### config.mk
export PLATFORM = sky130hd
export DESIGN_NAME = pbm_port_mux
export DESIGN_NICKNAME = d
export VERILOG_FILES = /design/src/logic/pbm_pkg.sv /design/src/logic/pbm_port_mux.sv /design/src/logic/pbm_pin_cell.sv
export VERILOG_INCLUDE_DIRS = /design/src /design/src/logic
export SDC_FILE = /design/constraint.sdc
export NUM_CORES = 1
export LEC_CHECK = 0
export ABC_CLOCK_PERIOD_IN_PS = 4400
export BUFFER_PORTS_ARGS = -buffer_cell sky130_fd_sc_hd__buf_2
export CORE_MARGIN = 3
export CORE_UTILIZATION = 45
export CTS_CLUSTER_DIAMETER = 100
export DETAILED_ROUTE_END_ITERATION = 7
export MAX_ROUTING_LAYER = met4
export PLACE_DENSITY = 0.8
export RECOVER_POWER = 50
export SETUP_SLACK_MARGIN = 0.15
export SYNTH_ARGS = -nofsm -noshare
export SYNTH_HDL_FRONTEND = slang
export SYNTH_SLANG_ARGS = --single-unit
### constraint.sdc
create_clock -name mclk -period 4.4 [get_ports mclk]
set_input_delay 0.88 -clock mclk [delete_from_list [all_inputs] [get_ports mclk]]
set_output_delay 0.88 -clock mclk [all_outputs]
set_load 0.01 [all_outputs]
### src/logic/pbm_map.svh
`ifndef PBM_MAP_SVH
`define PBM_MAP_SVH
// register indices; the byte address is four times the index
`define PBM_IDX_LATCH 8'h18
`define PBM_IDX_MCUCTL 8'h35
`define PBM_ADDR_LATCH 12'h060
`define PBM_ADDR_MCUCTL 12'h0D4
// own control registers
`define PBM_ADDR_DIR 12'h100
`define PBM_ADDR_PERIPH 12'h104
`define PBM_ADDR_STATUS 12'h108
// field positions
`define PBM_LATCH_MASK 8'h3F
`define PBM_MCUCTL_MASK 8'h7B
`define PBM_PUD_BIT 6
`define PBM_DIR_MASK 8'h3F
// reset values
`define PBM_LATCH_RST 8'h00
`define PBM_MCUCTL_RST 8'h00
`define PBM_DIR_RST 8'h00
`define PBM_PERIPH_RST 8'h00
// periph config fields
`define PBM_P_SPI_EN 0
`define PBM_P_SPI_MASTER 1
`define PBM_P_TWO_WIRE 2
`define PBM_P_THREE_WIRE 3
`define PBM_P_EXTERNAL_ANALOG_REFERENCE 4
`define PBM_P_PCIE 5
`endif

### src/logic/pbm_pkg.sv
package pbm_pkg;
    // per-pin override bundle
    typedef struct packed {
        logic pullup_override_enable;
        logic pullup_override_value;
        logic direction_override_enable;
        logic direction_override_value;
        logic value_override_enable;
        logic value_override_value;
        logic toggle_override_enable;
        logic input_enable_override_enable;
        logic input_enable_override_value;
    } pbm_ovr_t;

    // inputs from peripherals
    typedef struct packed {
        logic two_wire_clock_stretch;
        logic serial_clock_toggle_strobe;
        logic serial_start_irq_enable;
        logic serial_data_out;
        logic two_wire_sda_out;
        logic timer0_compare_a_out;
        logic timer0_compare_a_en;
        logic timer0_compare_b_out;
        logic timer0_compare_b_en;
        logic timer1_compare_a_out;
        logic timer1_compare_a_en;
        logic timer1_compare_b_out;
        logic timer1_compare_b_en;
        logic debug_tx;
        logic [5:0] pin_change_mask;
        logic converter_ch0_digital_off;
        logic converter_ch1_digital_off;
        logic converter_ch2_digital_off;
        logic converter_ch3_digital_off;
        logic comparator_plus_digital_off;
        logic comparator_minus_digital_off;
    } pbm_periph_t;

    // pin drive result
    typedef struct packed {
        logic [5:0] oe;
        logic [5:0] out;
        logic [5:0] pull_on;
        logic [5:0] din_en;
    } pbm_pins_t;

    typedef enum logic [1:0] {
        PBM_IDLE = 2'b01,
        PBM_ACC = 2'b10
    } pbm_bus_st_t;

    typedef struct packed {
        pbm_bus_st_t st;
        logic [7:0] latch;
        logic [7:0] mcuctl;
        logic [7:0] dir;
        logic [7:0] periph;
        logic pready;
        logic pslverr;
        logic [31:0] prdata;
        pbm_pins_t pins;
    } pbm_state_t;
endpackage : pbm_pkg

### src/logic/pbm_port_mux.sv
// The APB register port was chosen for this implementation.
`timescale 1ns/1ps
`include "pbm_map.svh"

////////////////////////////////////////////////////////////////////////////////
// Function
// - spi slave forces clock pin input
// - forced input keeps latch pull-up
// - spi master forces pin1 input
// - spi slave forces pin0 input
// - pin1 carries timer0 b when output
// - pin0 carries timer0 a when output
// - timer1 inverted pin0, true pin1
// - three-wire data out on pin1
// - reference use disables pin0 pull/driver
// - pin5 fuses gate pull-up and direction
// - pin5 input enable override
// - pins 4..2 input enable override
// - pin2 two-wire open-drain clock
// - pin0 two-wire open-drain data
// - pin0 value override from timers
// - pin1 input enable override
// - pin0 input enable override
// - global disable turns latch-driven pull-ups off
// - pull-up override value wins
// - direction override drives enable
// - value override replaces latch
// - input enable override or sleep
module pbm_port_mux
(
    input wire logic mclk,
    input wire logic rstn,
    // apb slave
    input wire logic psel,
    input wire logic penable,
    input wire logic pwrite,
    input wire logic [11:0] paddr,
    input wire logic [31:0] pwdata,
    output logic [31:0] prdata,
    output logic pready,
    output logic pslverr,
    // peripherals and fuses
    input wire pbm_pkg::pbm_periph_t periph,
    input wire logic reset_pin_disable_fuse_n,
    input wire logic debug_link_fuse_n,
    input wire logic sleep_state,
    // pad controls
    output logic [5:0] pad_oe,
    output logic [5:0] pad_out,
    output logic [5:0] pad_pullup,
    output logic [5:0] pad_din_en
);
    pbm_pkg::pbm_state_t s_q;
    pbm_pkg::pbm_state_t s_d;
    pbm_pkg::pbm_ovr_t ovr [6];
    pbm_pkg::pbm_pins_t pins_c;

    ////////////////////////////////////////////////////////////////////////////
    // decoded config
    logic spi_en;
    logic spi_master;
    logic serial_two_wire_mode;
    logic serial_three_wire_mode;
    logic external_analog_reference_use;
    logic pcie;
    logic global_pullup_disable;
    logic fuse_gate;
    logic [7:0] lat;
    logic [7:0] dir;

    // word-aligned decode shared by read and write
    function automatic logic [2:0] pbm_dec(input logic [11:0] a);
        case (a)
            `PBM_ADDR_LATCH: pbm_dec = 3'd1;
            `PBM_ADDR_MCUCTL: pbm_dec = 3'd2;
            `PBM_ADDR_DIR: pbm_dec = 3'd3;
            `PBM_ADDR_PERIPH: pbm_dec = 3'd4;
            `PBM_ADDR_STATUS: pbm_dec = 3'd5;
            default: pbm_dec = 3'd0;
        endcase
    endfunction : pbm_dec

    always_comb
    begin
        lat = s_q.latch;
        dir = s_q.dir;
        spi_en = s_q.periph[`PBM_P_SPI_EN];
        spi_master = s_q.periph[`PBM_P_SPI_MASTER];
        serial_two_wire_mode = s_q.periph[`PBM_P_TWO_WIRE];
        serial_three_wire_mode = s_q.periph[`PBM_P_THREE_WIRE];
        external_analog_reference_use = s_q.periph[`PBM_P_EXTERNAL_ANALOG_REFERENCE];
        pcie = s_q.periph[`PBM_P_PCIE];
        global_pullup_disable = s_q.mcuctl[`PBM_PUD_BIT];
        // fuse inputs read 0 when programmed
        fuse_gate = !reset_pin_disable_fuse_n && !debug_link_fuse_n;
    end

    ////////////////////////////////////////////////////////////////////////////
    // override generation per pin
    always_comb
    begin
        for (int i = 0; i < 6; i++)
        begin
            ovr[i] = '0;
        end
        ovr[5].pullup_override_enable = fuse_gate;
        ovr[5].pullup_override_value = 1'b1;
        ovr[5].direction_override_enable = fuse_gate;
        ovr[5].direction_override_value = periph.debug_tx;
        ovr[5].input_enable_override_enable = !reset_pin_disable_fuse_n
            || (periph.pin_change_mask[5] && pcie) || periph.converter_ch0_digital_off;
        ovr[5].input_enable_override_value = periph.converter_ch0_digital_off;
        // timer1 b true on pin4, inverted on pin3
        ovr[4].value_override_enable = periph.timer1_compare_b_en;
        ovr[4].value_override_value = periph.timer1_compare_b_out;
        ovr[3].value_override_enable = periph.timer1_compare_b_en;
        ovr[3].value_override_value = !periph.timer1_compare_b_out;
        ovr[4].input_enable_override_enable = (periph.pin_change_mask[4] && pcie)
            || periph.converter_ch2_digital_off;
        ovr[4].input_enable_override_value = periph.converter_ch2_digital_off;
        ovr[3].input_enable_override_enable = (periph.pin_change_mask[3] && pcie)
            || periph.converter_ch3_digital_off;
        ovr[3].input_enable_override_value = periph.converter_ch3_digital_off;
        ovr[2].input_enable_override_enable = (periph.pin_change_mask[2] && pcie)
            || periph.converter_ch1_digital_off || periph.serial_start_irq_enable;
        ovr[2].input_enable_override_value = periph.converter_ch1_digital_off;

        // pin2: serial clock
        if (serial_two_wire_mode)
        begin
            ovr[2].pullup_override_enable = 1'b1;
            ovr[2].direction_override_enable = 1'b1;
            ovr[2].direction_override_value = (periph.two_wire_clock_stretch || lat[2]) && dir[2];
            ovr[2].value_override_enable = dir[2];
        end
        else if (spi_en && !spi_master)
        begin
            // slave clock forced input; pull-up stays latch-driven
            ovr[2].direction_override_enable = 1'b1;
        end
        ovr[2].toggle_override_enable = periph.serial_clock_toggle_strobe;

        // pin1: data out / timers
        if (spi_en && spi_master)
        begin
            ovr[1].direction_override_enable = 1'b1;
        end
        // value only reaches pad when direction set
        ovr[1].value_override_enable = periph.timer0_compare_b_en || periph.timer1_compare_a_en
            || serial_three_wire_mode;
        ovr[1].value_override_value = (periph.timer0_compare_b_en && periph.timer0_compare_b_out)
            || (periph.timer1_compare_a_en && periph.timer1_compare_a_out)
            || (serial_three_wire_mode && periph.serial_data_out);
        ovr[1].input_enable_override_enable = (periph.pin_change_mask[1] && pcie)
            || periph.comparator_minus_digital_off;
        ovr[1].input_enable_override_value = periph.comparator_minus_digital_off;

        // pin0: data / reference
        if (external_analog_reference_use)
        begin
            ovr[0].pullup_override_enable = 1'b1;
            ovr[0].direction_override_enable = 1'b1;
        end
        else if (serial_two_wire_mode)
        begin
            ovr[0].pullup_override_enable = 1'b1;
            ovr[0].direction_override_enable = 1'b1;
            ovr[0].direction_override_value = (periph.two_wire_sda_out || lat[0]) && dir[0];
        end
        else if (spi_en && !spi_master)
        begin
            ovr[0].direction_override_enable = 1'b1;
        end
        ovr[0].value_override_enable = periph.timer0_compare_a_en || periph.timer1_compare_a_en
            || (serial_two_wire_mode && dir[0]);
        ovr[0].value_override_value = (periph.timer0_compare_a_en && periph.timer0_compare_a_out)
            || (periph.timer1_compare_a_en && !periph.timer1_compare_a_out);
        ovr[0].input_enable_override_enable = (periph.pin_change_mask[0] && pcie)
            || periph.comparator_plus_digital_off || periph.serial_start_irq_enable;
        ovr[0].input_enable_override_value = periph.comparator_plus_digital_off;
    end

    ////////////////////////////////////////////////////////////////////////////
    // generic pin cells
    genvar g;
    generate
        for (g = 0; g < 6; g++)
        begin : g_pin
            pbm_pin_cell u_cell
            (
                .ovr(ovr[g]),
                .dir_bit(dir[g]),
                .latch_bit(lat[g]),
                .global_pullup_disable(global_pullup_disable),
                .sleep_state(sleep_state),
                .oe(pins_c.oe[g]),
                .out(pins_c.out[g]),
                .pull_on(pins_c.pull_on[g]),
                .din_en(pins_c.din_en[g])
            );
        end
    endgenerate

    ////////////////////////////////////////////////////////////////////////////
    // next state: apb slave and pad register
    always_comb
    begin
        s_d = s_q;
        s_d.pready = 1'b0;
        s_d.pslverr = 1'b0;
        s_d.pins = pins_c;
        case (s_q.st)
            pbm_pkg::PBM_IDLE:
            begin
                // setup seen, answer next cycle
                if (psel && !penable)
                begin
                    s_d.st = pbm_pkg::PBM_ACC;
                    s_d.pready = 1'b1;
                    s_d.prdata = '0;
                    case (pbm_dec(paddr))
                        3'd1: s_d.prdata[7:0] = s_q.latch;
                        3'd2: s_d.prdata[7:0] = s_q.mcuctl;
                        3'd3: s_d.prdata[7:0] = s_q.dir;
                        3'd4: s_d.prdata[7:0] = s_q.periph;
                        3'd5: s_d.prdata[23:0] = {pins_c.din_en, pins_c.pull_on, pins_c.oe, pins_c.out};
                        default: s_d.pslverr = 1'b1;
                    endcase
                    if (pwrite && pbm_dec(paddr) == 3'd5)
                    begin
                        s_d.pslverr = 1'b1;
                    end
                end
            end
            pbm_pkg::PBM_ACC:
            begin
                s_d.st = pbm_pkg::PBM_IDLE;
                // write takes effect on the completing edge
                if (psel && penable && pwrite)
                begin
                    case (pbm_dec(paddr))
                        3'd1: s_d.latch = pwdata[7:0] & `PBM_LATCH_MASK;
                        3'd2: s_d.mcuctl = pwdata[7:0] & `PBM_MCUCTL_MASK;
                        3'd3: s_d.dir = pwdata[7:0] & `PBM_DIR_MASK;
                        3'd4: s_d.periph = pwdata[7:0];
                        default: s_d.st = pbm_pkg::PBM_IDLE;
                    endcase
                end
            end
            default: s_d.st = pbm_pkg::PBM_IDLE;
        endcase
    end

    // single state register, synchronous reset
    always_ff @(posedge mclk)
    begin
        if (!rstn)
        begin
            s_q <= '0;
            s_q.st <= pbm_pkg::PBM_IDLE;
            s_q.latch <= `PBM_LATCH_RST;
            s_q.mcuctl <= `PBM_MCUCTL_RST;
            s_q.dir <= `PBM_DIR_RST;
            s_q.periph <= `PBM_PERIPH_RST;
        end
        else
        begin
            s_q <= s_d;
        end
    end

    assign prdata = s_q.prdata;
    assign pready = s_q.pready;
    assign pslverr = s_q.pslverr;
    assign pad_oe = s_q.pins.oe;
    assign pad_out = s_q.pins.out;
    assign pad_pullup = s_q.pins.pull_on;
    assign pad_din_en = s_q.pins.din_en;
endmodule : pbm_port_mux

### src/logic/pbm_pin_cell.sv
`timescale 1ns/1ps
// generic port pin: applies override bundle to register bits
module pbm_pin_cell
(
    input wire pbm_pkg::pbm_ovr_t ovr,
    input wire logic dir_bit,
    input wire logic latch_bit,
    input wire logic global_pullup_disable,
    input wire logic sleep_state,
    output logic oe,
    output logic out,
    output logic pull_on,
    output logic din_en
);
    logic latch_eff;

    always_comb
    begin
        latch_eff = latch_bit ^ ovr.toggle_override_enable;
        oe = ovr.direction_override_enable ? ovr.direction_override_value : dir_bit;
        out = ovr.value_override_enable ? ovr.value_override_value : latch_eff;
        if (ovr.pullup_override_enable)
        begin
            pull_on = ovr.pullup_override_value;
        end
        else
        begin
            pull_on = !oe && latch_bit && !global_pullup_disable;
        end
        din_en = ovr.input_enable_override_enable ? ovr.input_enable_override_value : !sleep_state;
    end
endmodule : pbm_pin_cell

==> flow_metrics.py <==
metrics = {
    "run_status": {
        "outcome": "finished, violations left",
        "violations": "max-capacitance violations, max-slew violations",
    },
    "worst_setup_path": {
        "path_cells": "buf_2 > nor4b_2 > nand3_2 > a2111oi_4 > and2_1 > a22o_1",
        "slowest_delay_ns": 0.68,
        "cp_top_family": "simple AND/OR/NAND/NOR gates",
        "startpoint_type": "input pin",
        "r2r_setup_slack_ns": 2.13,
        "critPathBufInv": 1,
        "arrival_ns": 3.35,
        "slowest_stage": "a2111oi_4",
        "worstPathMaxFanout": 15,
        "endpoint_kind": "flip-flop",
        "crit_type": "in -> reg",
        "worstPathRequired_ns": 4.69,
    },
    "cts": {
        "cts_buffer_depth": 2,
        "ctsRootBufferMaster": "clkbuf_8",
        "clock-sinks": 78,
        "ctsHoldBuffers": 0,
        "cts_tree": "built",
        "clkTransAtPathRegs_ns": 0.08,
        "htreeDepth": 3,
        "cts_buffers": 9,
        "cts_resized": 0,
        "post-cts-setup-buffers": 0,
        "clock_latency_ns": 0.35,
    },
    "power_and_ir_drop": {
        "power_density_nw_per_um2": 333,
        "ir_drop_mv": 0.123,
        "power.internal_mw": 0.972,
        "swShare_pct": 25.0,
        "seqPwrFrac_pct": 55.5,
        "power_mw": 1.30,
        "comb_power_share_pct": 7.9,
        "switching_power_mw": 0.325,
        "p_leak_nw": 1.52,
        "p_clk_share_pct": 36.6,
    },
    "timing": {
        "fin_skew_ns": 0.0106,
        "period_needed_ns": 3.07,
        "rsz0062_at_grt": "no",
        "hold-worst-slack_ns": 0.456,
        "setup_tns_ns": 0,
        "slew_viol_final": 40,
        "timing_worst_slew_pin_value_ns": 1.66,
        "fmax_ghz": 0.326,
        "min_period_over_period_pct": 69.7,
        "setup_viol": 0,
        "relSlewSlack_pct": -10.8,
        "layout_setup_ws_ns": 1.33,
        "hold_viol_final": 0,
    },
    "placed_design": {
        "hpwl_um": 6530,
        "port_buffers": 103,
        "place.gp.congestion": 0.923,
        "dp_slack_ns": 1.02,
    },
    "die": {
        "ioPinCount": 136,
        "die_y_um": 95.5,
        "die_w_um": 95.5,
        "rows": 32,
        "core_area_um2": 7770,
        "die-area_um2": 9120,
        "initial_core_util_pct": 46.4,
    },
    "hold_path": {
        "worst_hold_path_type": "reg -> reg",
    },
    "routing": {
        "totalWireLength_um": 8780,
        "routed_via_density": 5.31,
        "wl_per_cell_um": 15.9,
        "via_count": 2933,
        "dr.pass1.iters": 4,
        "drc": 0,
        "postRouteAntennaNets": 0,
        "drt_iter0_drc": 239,
    },
    "logic_synthesis": {
        "synth.most_common_cell": "dfxtp_1",
        "ys_types": 57,
        "ys_seq_area_share_pct": 43.3,
        "synthArstFlopShare_pct": 0,
        "yosys_register_bits": 78,
        "synth_commonest_cells": "dfxtp_1 (78), buf_4 (57), nor2_1 (41), nand2_1 (31), a21oi_1 (26)",
        "synth_top_area_share_pct": 43.3,
        "synth_edf_count": 0,
        "syn_area_per_cell_um2": 9.15,
        "yosysTopAreaCell": "dfxtp_1",
        "synth_warnings": 0,
        "syn_area_um2": 3600,
        "ys_dominant_reg_cell": "dfxtp_1",
        "synth_cells": 394,
        "ys_top_cells_by_area": "dfxtp_1 (43%), buf_4 (12%), mux2i_1 (4.7%), nor2_1 (4.3%), a22o_1 (3.9%)",
    },
    "finish": {
        "nNetsFinal": 524,
        "antenna_cells": 0,
        "fillers": 754,
        "drive_gt1_share_pct": 21.1,
        "finish.utilization_pct": 50.2,
        "area_delta_synth_final_pct": 8.09,
    },
    "grt": {
        "use_met1_pct": 23.2,
        "antenna_found_initial": 0,
        "first_global_vias": 2719,
        "grt_max_degree": 40,
        "grt-busiest-layer": "met2",
        "grtUsageTotal_pct": 19.6,
        "gr-usage-met3_pct": 3.79,
        "grt_pass1_wl_um": 13300,
        "grt_use_met2_pct": 32.8,
        "grt-ovfl-total": 0,
    },
    "run": {
        "cap_violations": 1,
    },
}
## path summary, 6_finish.rpt
check	from	end	cells past startpoint
worst max-delay path	paddr[2]	prdata[9]	6
worst min-delay path	prdata[11]	prdata[11]	2
worst max register to register	s_q[90]	external_analog_reference_use	5
worst min register to register	prdata[11]	prdata[11]	2
## power groups by stage
| stage | Combinational (mW) | Clock [mW] | Sequential [mW] |
|---|---|---|---|
| CTS | 0.105 | 0.482 | 0.720 |
| finish | 0.102 | 0.475 | 0.720 |
| global placement | 0.103 | 0 | 0.736 |
| global route | 0.113 | 0.510 | 0.721 |
| floorplan | 0.0707 | 0 | 0.736 |
| detailed placement | 0.105 | 0 | 0.736 |
## through the flow
step | instance area [µm²] | std cells
after global placement | 3780 | 537
final | 3900 | 552
after floorplan | 3630 | 401
after detailed placement | 3780 | 537
after CTS | 3950 | 552
after global routing | 3900 | 552
## sequential cells by signal (all words and copies together) (netlist names), 6 cells and up
| signal | count |
|---|---|
| prdata | 24 |
| s_q | 13 |
| dir | 6 |
| lat | 6 |
| pad_din_en | 6 |
| pad_oe | 6 |
| pad_out | 6 |
| pad_pullup | 6 |
## cells in the final DEF (no fill, tap or decap), types with 5 or more instances in the layout
cell,instances
nand2_1,31
clkbuf_8,10
clkbuf_1,40
and2_0,5
a211oi_1,5
o21ai_0,22
mux2i_1,17
inv_1,7
buf_2,64
nor2_1,41
a22o_1,16
a21oi_1,26
a22oi_1,6
dfxtp_1,78
nand3_1,5
conb_1,8
and2_1,5
## cells by family (layout without fill, tap and decap cells)
| logic type | Yosys count | after routing | share of synthesized area, % |
|---|---|---|---|
| compound gates | 93 | 93 | 17.2 |
| xor+xnor | 1 | 1 | 0.243 |
| buf+inv | 79 | 128 | 15.1 |
| flops | 78 | 78 | 43.3 |
| mux | 17 | 17 | 4.72 |
| other cells | 1 | 8 | 0.104 |
| simple gates | 125 | 125 | 19.3 |
## routing by layer
| layer | vias up | routed length [µm] | share of wire, % |
|---|---|---|---|
| met2 | 113 | 4290 | 49 |
| met3 | 14 | 617 | 7.0 |
| met5 | - | 0 | 0 |
| li1 | 1415 | - | - |
| met4 | 0 | 144 | 1.6 |
| met1 | 1391 | 3730 | 42 |
## worst register-to-register path, cell delays in order, from the launching register on
cell     delay, ns
dfxtp_1       0.31
nor2b_1       0.11
nand4_1       0.61
nor3_4        0.75
mux2i_1       0.27
nor2_1        0.05
## cell type report
| type | count | area (µm²) | area share [%] |
|---|---|---|---|
| inverter | 7 | 26.3 | 0.674 |
| tap | 102 | 128 | 3.28 |
| multi-input combinational | 244 | 1520 | 39.1 |
| clock buffer | 10 | 138 | 3.53 |
| sequential | 78 | 1560 | 40.1 |
| clock inverter | 5 | 33.8 | 0.867 |
| timing repair buffer | 106 | 485 | 12.5 |
Power figures use the tool's default switching activity.
